==> src/core/emwg_pkg.sv <==
package emwg_pkg;
	// half-period unit: one ref_clk_i cycle is one half-cycle of the output clock
	localparam int unsigned REF_CLK_MHZ     = 50;
	localparam int unsigned T_STATE_COUNT   = 6;
	// state lengths in half_cycle_unit, each at least one
	localparam logic [3:0]  STATE_LEN_DEF   = 4'h2;
	// request sampled to address float: three units after next rising edge
	localparam logic [2:0]  FLOAT_DELAY     = 3'h2;
	localparam logic [2:0]  GRANT_DELAY     = 3'h1;
	localparam logic [15:0] REFRESH_IVL_DEF = 16'h0048;
	localparam logic [3:0]  ONE4            = 4'h1;
	localparam logic [15:0] ONE16           = 16'h0001;
	localparam logic [2:0]  ONE3            = 3'h1;

	typedef enum logic [2:0] {
		EMWG_IDLE,
		EMWG_T1,
		EMWG_T2,
		EMWG_T3,
		EMWG_T4,
		EMWG_T5,
		EMWG_T6
	} emwg_cyc_type;

	typedef enum logic [1:0] {
		EMWG_BUS,
		EMWG_FLOAT_WAIT,
		EMWG_GRANT_WAIT,
		EMWG_GRANTED
	} emwg_dma_type;
endpackage : emwg_pkg

==> src/core/emwg_sync.sv <==
`timescale 1ns/1ps
`default_nettype none
// two-flop synchroniser for the asynchronous bus request
module emwg_sync (
	input  wire logic ref_clk_i,    // system clock
	input  wire logic reset_n_i,    // sync reset, active low
	input  wire logic async_i,      // asynchronous level
	output logic      sync_o        // synchronised level
);
	logic meta_q;
	logic meta_d;
	logic sync_q;
	logic sync_d;

	// first flop feeds only the second
	always_comb begin
		meta_d = async_i;
		sync_d = meta_q;
	end

	always_ff @(posedge ref_clk_i) begin
		if (!reset_n_i) begin
			meta_q <= 1'b0;
			sync_q <= 1'b0;
		end else begin
			meta_q <= meta_d;
			sync_q <= sync_d;
		end
	end

	assign sync_o = sync_q;
endmodule // emwg_sync
`default_nettype wire

==> src/core/emwg_core.sv <==
// Operation
// (RULE1) wait high stretches state four
// (RULE2) wait sampled on falling edge in T3
// (RULE3) wait strobe falls on rising edge
// (RULE4) wait acts in every external cycle
// (RULE5) on-chip accesses ignore wait
// (RULE6) after waits, T5 starts on rising edge
// (RULE7) wait low two units before reraise
// (RULE8) refreshes overdue during wait are dropped
// (RULE9) request sampled last unit of T6
// (RULE10) master raises request two units early
// (RULE11) idle: request sampled every low phase
// (RULE12) float two after rise, grant one later; code floats three units after the rise
// (RULE13) release: grant drops at falling edge
// (RULE14) bus resumes at next rising edge
// (RULE15) master drops request at falling edge
// (RULE16) strobes inactive while granted
// (RULE17) no cut cycles; pending refresh first
// (RULE18) on-chip runs; external waits for grant
// (RULE19) long dma holder refreshes memory itself
// (RULE20) request through reset grants before boot
// (RULE21) request one input period before reset
// (RULE22) idle grant within four to seven units
// (RULE23) refresh-due never floated
// (RULE24) logic clocked at twice output clock
`timescale 1ns/1ps
`default_nettype none
module emwg_core (
	input  wire logic ref_clk_i,              // twice cpu_clock_output rate
	input  wire logic reset_n_i,              // sync reset, active low
	input  wire logic ext_req_i,              // external cycle wanted (level)
	input  wire logic onchip_req_i,           // on-chip access wanted
	input  wire logic wait_extend_in_i,       // external wait input
	input  wire logic bus_request_in_i,       // asynchronous dma request
	input  wire logic boot_start_i,           // bootstrap about to begin
	output logic      cpu_clock_output_o,     // processor output clock
	output logic      bus_grant_out_o,        // dma grant
	output logic      addr_oe_o,              // address bus drive enable
	output logic      strobe_four_n_o,        // strobe four, active low
	output logic      cycle_active_o,         // external cycle in progress
	output logic      refresh_cycle_o,        // current cycle is refresh
	output logic      refresh_due_out_o,      // refresh pending, never floated
	output logic      ext_done_o,             // external cycle ended (pulse)
	output logic      onchip_ack_o,           // on-chip access served (level, follows request one unit later)
	output logic      boot_hold_o             // hold bootstrap until grant
);
	import emwg_pkg::*;

	logic           req_s;
	emwg_cyc_type   cyc_q, cyc_d;
	emwg_dma_type   dma_q, dma_d;
	logic           phase_q, phase_d;     // 1: high half of output clock
	logic [3:0]     len_q, len_d;
	logic           waited_q, waited_d;
	logic           wait_smp_q, wait_smp_d;
	logic           is_rf_q, is_rf_d;
	logic           rf_due_q, rf_due_d;
	logic [15:0]    rf_cnt_q, rf_cnt_d;
	logic [2:0]     dly_q, dly_d;
	logic           oe_q, oe_d;
	logic           gnt_q, gnt_d;
	logic           s4_q, s4_d;
	logic           done_q, done_d;
	logic           oc_q, oc_d;
	logic           boot_q, boot_d;
	logic           act_q, act_d;     // registered cycle-active flag
	logic           end_t;

	emwg_sync u_req_sync (
		.ref_clk_i (ref_clk_i),
		.reset_n_i (reset_n_i),
		.async_i   (bus_request_in_i),
		.sync_o    (req_s)
	);

	// true when the next edge is a rising edge of the output clock
	function automatic logic rise_next(input logic ph);
		return !ph;
	endfunction

	assign end_t = (len_q == ONE4);

	// cycle sequencer, clock divider, refresh timer
	always_comb begin
		cyc_d      = cyc_q;
		phase_d    = !phase_q;                       // RULE24
		len_d      = len_q - ONE4;
		waited_d   = waited_q;
		wait_smp_d = wait_smp_q;
		is_rf_d    = is_rf_q;
		rf_due_d   = rf_due_q;
		rf_cnt_d   = rf_cnt_q - ONE16;
		done_d     = 1'b0;
		oc_d       = onchip_req_i;                   // wait never looked at: RULE5 RULE18
		if (rf_cnt_q == ONE16) begin
			rf_cnt_d = REFRESH_IVL_DEF;
			rf_due_d = 1'b1;                         // repeat tick is absorbed: RULE8
		end
		case (cyc_q)
			EMWG_IDLE: begin
				len_d = STATE_LEN_DEF;
				// start only on a rising edge and never while granted;
				// a due refresh goes ahead of a waiting request; an external request waits while dma is requested
				if (dma_q == EMWG_BUS && rise_next(phase_q)) begin // RULE14 RULE17
					if (rf_due_q) begin
						cyc_d    = EMWG_T1;
						is_rf_d  = 1'b1;
						rf_due_d = 1'b0;
					end else if (ext_req_i && !req_s) begin
						cyc_d   = EMWG_T1;
						is_rf_d = 1'b0;
					end
					waited_d = 1'b0;
				end
			end
			EMWG_T3: begin
				// sample on the falling edge within T3, any cycle type
				if (phase_q)
					wait_smp_d = wait_extend_in_i;           // RULE2 RULE4
				if (end_t)
					cyc_d = EMWG_T4;
			end
			EMWG_T4: begin
				if (end_t && wait_smp_q) begin
					len_d      = ONE4;                   // RULE1
					waited_d   = 1'b1;
					wait_smp_d = wait_extend_in_i;
				end else if (end_t && waited_q && !rise_next(phase_q)) begin
					len_d = ONE4;                        // extra_align_wait RULE6
					waited_d = 1'b0;
				end else if (end_t) begin
					cyc_d = EMWG_T5;
				end
			end
			EMWG_T6: begin
				if (end_t) begin
					cyc_d  = EMWG_IDLE;
					done_d = !is_rf_q;
				end
			end
			default: begin
				if (end_t)
					cyc_d = emwg_cyc_type'(cyc_q + ONE3);
			end
		endcase
		// every new state starts with a full length
		if (cyc_d != cyc_q)
			len_d = STATE_LEN_DEF;
		// strobe four low exactly while T4 is held, never under a grant
		s4_d  = (cyc_d != EMWG_T4) || (dma_q == EMWG_GRANTED); // RULE16
		act_d = (cyc_d != EMWG_IDLE);
	end

	// dma handshake; request taken only in low phases or end of T6
	always_comb begin
		dma_d  = dma_q;
		dly_d  = dly_q;
		oe_d   = oe_q;
		gnt_d  = gnt_q;
		boot_d = (boot_q | (boot_start_i & req_s)) & !gnt_q; // RULE20
		case (dma_q)
			EMWG_BUS: begin
				// idle low phase, or last unit of T6: RULE9 RULE11
				if (req_s && !rf_due_q && ((cyc_q == EMWG_IDLE && !phase_q) ||
						(cyc_q == EMWG_T6 && end_t))) begin // RULE9 RULE11 RULE17
					dma_d = EMWG_FLOAT_WAIT;
					dly_d = FLOAT_DELAY + ONE3;          // counts past next rising edge
				end
			end
			EMWG_FLOAT_WAIT: begin
				dly_d = dly_q - ONE3;
				if (dly_q == ONE3) begin
					oe_d  = 1'b0;                        // RULE12
					dma_d = EMWG_GRANT_WAIT;
					dly_d = GRANT_DELAY;
				end
			end
			EMWG_GRANT_WAIT: begin
				gnt_d = 1'b1;                            // RULE12 RULE22
				dma_d = EMWG_GRANTED;
			end
			EMWG_GRANTED: begin
				// removal seen in high phase, drop at next falling edge
				if (!req_s && phase_q) begin             // RULE13
					gnt_d = 1'b0;
					oe_d  = 1'b1;
					dma_d = EMWG_BUS;
				end
			end
			default: dma_d = EMWG_BUS;
		endcase
	end

	always_ff @(posedge ref_clk_i) begin
		if (!reset_n_i) begin
			cyc_q      <= EMWG_IDLE;
			dma_q      <= EMWG_BUS;
			phase_q    <= 1'b0;
			len_q      <= STATE_LEN_DEF;
			waited_q   <= 1'b0;
			wait_smp_q <= 1'b0;
			is_rf_q    <= 1'b0;
			rf_due_q   <= 1'b0;
			rf_cnt_q   <= REFRESH_IVL_DEF;
			dly_q      <= 3'h0;
			oe_q       <= 1'b1;
			gnt_q      <= 1'b0;
			s4_q       <= 1'b1;
			done_q     <= 1'b0;
			oc_q       <= 1'b0;
			boot_q     <= 1'b0;
			act_q      <= 1'b0;
		end else begin
			cyc_q      <= cyc_d;
			dma_q      <= dma_d;
			phase_q    <= phase_d;
			len_q      <= len_d;
			waited_q   <= waited_d;
			wait_smp_q <= wait_smp_d;
			is_rf_q    <= is_rf_d;
			rf_due_q   <= rf_due_d;
			rf_cnt_q   <= rf_cnt_d;
			dly_q      <= dly_d;
			oe_q       <= oe_d;
			gnt_q      <= gnt_d;
			s4_q       <= s4_d;
			done_q     <= done_d;
			oc_q       <= oc_d;
			boot_q     <= boot_d;
			act_q      <= act_d;
		end
	end

	// outputs straight from flops
	assign cpu_clock_output_o = phase_q;
	assign bus_grant_out_o    = gnt_q;
	assign addr_oe_o          = oe_q;
	assign strobe_four_n_o    = s4_q;
	assign cycle_active_o     = act_q;
	assign refresh_cycle_o    = is_rf_q;
	assign refresh_due_out_o  = rf_due_q;                // RULE23
	assign ext_done_o         = done_q;
	assign onchip_ack_o       = oc_q;
	assign boot_hold_o        = boot_q;

	chk_grant_after_float: assert property (@(posedge ref_clk_i) disable iff (!reset_n_i)
		$fell(oe_q) |=> gnt_q) else $error("grant not one unit after float"); // RULE12
	chk_strobe_idle_dma: assert property (@(posedge ref_clk_i) disable iff (!reset_n_i)
		gnt_q |-> s4_q) else $error("strobe active during grant"); // RULE16
	chk_no_cycle_grant: assert property (@(posedge ref_clk_i) disable iff (!reset_n_i)
		gnt_q |-> cyc_q == EMWG_IDLE) else $error("cycle during grant"); // RULE17
	chk_grant_drop_fall: assert property (@(posedge ref_clk_i) disable iff (!reset_n_i)
		$fell(gnt_q) |-> !phase_q) else $error("grant fell off falling edge"); // RULE13
	chk_start_rising: assert property (@(posedge ref_clk_i) disable iff (!reset_n_i)
		$rose(cyc_q == EMWG_T1) |-> phase_q) else $error("cycle began off rising edge"); // RULE14
	chk_t5_aligned: assert property (@(posedge ref_clk_i) disable iff (!reset_n_i)
		(cyc_q == EMWG_T4 && cyc_d == EMWG_T5 && waited_q) |=> phase_q)
		else $error("T5 misaligned after wait"); // RULE6
	chk_grant_latency: assert property (@(posedge ref_clk_i) disable iff (!reset_n_i)
		(dma_q == EMWG_BUS && dma_d == EMWG_FLOAT_WAIT) |-> ##[4:7] gnt_q)
		else $error("grant latency out of range"); // RULE22
	chk_wait_stretch: assert property (@(posedge ref_clk_i) disable iff (!reset_n_i)
		(cyc_q == EMWG_T4 && end_t && wait_smp_q) |=> cyc_q == EMWG_T4)
		else $error("wait did not stretch T4"); // RULE1
	chk_boot_hold_clear: assert property (@(posedge ref_clk_i) disable iff (!reset_n_i)
		gnt_q |=> !boot_q) else $error("boot hold kept under grant"); // RULE20
endmodule // emwg_core
`default_nettype wire

==> config.mk <==
export PLATFORM = sky130hd
export DESIGN_NAME = emwg_core
export DESIGN_NICKNAME = d
export VERILOG_FILES = /design/src/core/emwg_pkg.sv /design/src/core/emwg_sync.sv /design/src/core/emwg_core.sv
export SDC_FILE = /design/constraint.sdc
export NUM_CORES = 1
export LEC_CHECK = 0
export ABC_AREA = 1
export BUFFER_PORTS_ARGS = -buffer_cell sky130_fd_sc_hd__buf_2
export CELL_PAD_IN_SITES_DETAIL_PLACEMENT = 1
export CELL_PAD_IN_SITES_GLOBAL_PLACEMENT = 2
export CORE_ASPECT_RATIO = 1.2
export CORE_MARGIN = 2
export CORE_UTILIZATION = 34
export CTS_CLUSTER_DIAMETER = 200
export DETAILED_ROUTE_END_ITERATION = 12
export MAX_ROUTING_LAYER = met4
export PLACE_DENSITY_LB_ADDON = 0.12
export SLEW_MARGIN = 40
export SYNTH_ARGS = -nofsm -noshare
export SYNTH_HDL_FRONTEND = slang
export SYNTH_HIERARCHICAL = 1
export SYNTH_SLANG_ARGS = --single-unit
export TNS_END_PERCENT = 10
==> constraint.sdc <==
create_clock -name ref_clk_i -period 2.09 [get_ports ref_clk_i]
set_input_delay 0.418 -clock ref_clk_i [delete_from_list [all_inputs] [get_ports ref_clk_i]]
set_output_delay 0.418 -clock ref_clk_i [all_outputs]
set_load 0.005 [all_outputs]
==> flow_metrics.env <==
export IMPL_rows=31
export IMPL_pre_cts_ws_ns=0.114
export IMPL_ys_warn_count=6
export IMPL_antenna_found_initial=0
export IMPL_fp_dieH_um=91.6
export IMPL_cp_start_kind="flip-flop"
export IMPL_grt_pass1_wl_mm=9.14
export IMPL_cp_slowest_cell="dfxtp_2"
export IMPL_timing_final_crit_share_pct=89.9
export IMPL_finalWirelength_mm=5.22
export IMPL_grt_use_total_pct=16.3
export IMPL_drt_iter0_markers=49
export IMPL_drv_cap=0
export IMPL_drcViolationCount=0
export IMPL_syn_area_per_cell_sq_um=7.06
export IMPL_synth_flop_cell="dfxtp_1"
export IMPL_crit_path_cell_trace="inv_1 -> ha_2 -> inv_2 -> nor2_2 -> nand3_1 -> inv_1 -> nor2_1 -> nand3_1 -> nand2_1 -> nand2_1 -> nand2_1 -> nand3_1 -> nor2_1"
export IMPL_mostFrequentLayoutCells="nand2_1, nor2_1, inv_1, dfxtp_1, a21oi_1"
export IMPL_fmax_mhz=532
export IMPL_power_density_nw_per_um2=960
export IMPL_rr_worst_depth=13
export IMPL_vdd_drop_max_mv=0.334
export IMPL_maxSlewHeadroom_pct=68.5
export IMPL_multi_input_area_sq_um=1170
export IMPL_setup_violations=0
export IMPL_hold_path_end="onchip_ack_o"
export IMPL_reg2reg_to="len_q[2]"
export IMPL_setup_slack_ns=0.211
export IMPL_clk_latency_ns=0.29
export IMPL_min_period_ns=1.88
export IMPL_whs_ns=0.317
export IMPL_cts_buffers=5
export IMPL_yosysUniqueCellTypes=33
export IMPL_p_leak_nw=1.15
export IMPL_tightest_slew_ns=0.472
export IMPL_cp_slowest_stage_delay_ns=0.35
export IMPL_crit_start="cyc_q[0]"
export IMPL_finish_utilization_pct=40.9
export IMPL_outcome="finished, final reports clean"
export IMPL_worstHoldStart="onchip_req_i"
export IMPL_dp_hpwl_mm=4.17
export IMPL_syn_area_sq_um=2180
export IMPL_h_tree_depth=2
export IMPL_cts_root_buf="clkbuf_8"
export IMPL_syn_num_nets=332
export IMPL_ios=17
export IMPL_grt_pass1_vias=2105
export IMPL_r2r_setup_slack_ns=0.21
export IMPL_syn_inst=308
export IMPL_path_class="flip-flop to flip-flop"
export IMPL_cp_max_fo=6
export IMPL_dpl_cell_area_sq_um=2380
export IMPL_clkTransAtPathRegs_ns=0.09
export IMPL_die_area_sq_um=7060
export IMPL_ant_nets=0
export IMPL_ys_seq_area_share_pct=38.6
export IMPL_start_util_pct=35.5
export IMPL_cts_tree="done"
export IMPL_cts_sinks=42
export IMPL_layout_area_seq_sq_um=843
export IMPL_n_fill_cell=830
export IMPL_layout_commonest_cell="nand2_1"
export IMPL_fin_skew_ns=0.0114
export IMPL_die_width_um=77.0
export IMPL_vias=1970
export IMPL_wl_per_cell_um=12.6
export IMPL_post_cts_setup_buffer_count=0
export IMPL_n_antenna_cell=0
export IMPL_hold_path_class="input pin to flip-flop"
export IMPL_finalNonFillerCells=415
export IMPL_core_area_sq_um=6130
export IMPL_synth_edf_count=0
export IMPL_rr_startpoint="cyc_q[0]"
export IMPL_dpl_cell_count=408
export IMPL_async_reset_ff_share_pct=0
export IMPL_portBuffers=16
export IMPL_grt_max_degree=15
export IMPL_finalHoldViolCount=0
export IMPL_total_power_mw=2.40
export IMPL_arrival_ns=2.07
export IMPL_tns_ns=0
export IMPL_vias_per_cell=4.75
export IMPL_cts_buffer_depth=2
export IMPL_final_cell_area_sq_um=2500
export IMPL_drive_above_1_share_pct=12.9
export IMPL_synth_seq_cells=42
export IMPL_hold_path_depth=3
export IMPL_crit_required_ns=2.28
export IMPL_grt_overflow_total=0
export IMPL_end_kind="flip-flop"
export IMPL_drt_pass1_iter_count=4
export IMPL_maxSlewViolCount=0
export IMPL_gp_congestion=0.829
export IMPL_final_nets=357
export IMPL_syn_to_final_growth_pct=15.1
-- critical path: cells and delay by family, from the launching register on --
kind                     cells  cell delay [ns]
adder cells (fa/ha/maj)      1             0.25
AND/OR/NAND/NOR              9             0.89
buffers and inverters        3             0.29
flip-flops                   1             0.35
-- layer usage --
| layer | up-vias | share of wire, % | GRT usage, % |
|---|---|---|---|
| li1 | 1036 | - | - |
| met1 | 918 | 44 | 17.7 |
| met2 | 12 | 52 | 30.3 |
| met3 | 4 | 2.5 | 3.05 |
| met4 | 0 | 1.2 | 4.46 |
| met5 | - | 0 | - |
-- power breakdown --
group	switching (mW)	internal [mW]	total (mW)
registers	0.0789	0.903	0.981
logic	0.494	0.270	0.764
clock network	0.276	0.382	0.658
-- timing repair --
item	CTS	global route
hold buffers	0	0
endpoints found under the setup margin	0	8
resized for setup	0	5
-- flip-flops by register name (all words and copies together) (netlist names) --
name,count
u_req_sync/meta_q,1
addr_oe_o,1
len_q,4
cycle_active_o,1
strobe_four_n_o,1
onchip_ack_o,1
refresh_cycle_o,1
u_req_sync/sync_o,1
cpu_clock_output_o,1
waited_q,1
bus_grant_out_o,1
refresh_due_out_o,1
boot_hold_o,1
dma_q,2
wait_smp_q,1
cyc_q,3
ext_done_o,1
rf_cnt_q,16
dly_q,3
-- logic make-up after synthesis --
group	Yosys count	share of synthesized area [%]
AOI/OAI and AO/OA	48	12.0
xor gates and xnor gates	4	1.61
and+or+nand+nor	150	29.8
adders and majority gates	17	9.78
DFF	42	38.6
buffers and inverters	47	8.17
-- Yosys cell counts, drive strengths merged, types with 2 or more instances --
| cell | instances | share of area, % |
|---|---|---|
| o211ai | 2 | 0.69 |
| inv | 45 | 7.8 |
| nor3 | 10 | 2.5 |
| nor2 | 51 | 9.0 |
| ha | 17 | 9.8 |
| a21oi | 23 | 5.5 |
| xnor2 | 2 | 0.81 |
| nor3b | 2 | 0.69 |
| nand2 | 61 | 11 |
| nand4 | 4 | 1.1 |
| xor2 | 2 | 0.81 |
| o21ai | 18 | 4.1 |
| dfxtp | 42 | 39 |
| nand3 | 17 | 4.1 |
-- how the worst max path moves through the flow --
stage / slack [ns] / endpoint
after floorplan: 0.41 / len_q[0]
after global placement: 0.18 / len_q[0]
after detailed placement: 0.11 / len_q[2]
after CTS: 0.09 / len_q[2]
after global routing: -0.01 / len_q[3]
final: 0.21 / len_q[2]
-- area by class of cell --
| type | count | share of cell area, % |
|---|---|---|
| Clock buffer | 6 | 3.30 |
| Inverter | 45 | 6.74 |
| Clock inverter | 1 | 1.20 |
| Sequential cell | 42 | 33.7 |
| Multi-Input combinational cell | 219 | 46.6 |
| Tap cell | 82 | 4.10 |
| Timing Repair Buffer | 20 | 4.40 |
Power figures use the tool's default switching activity.
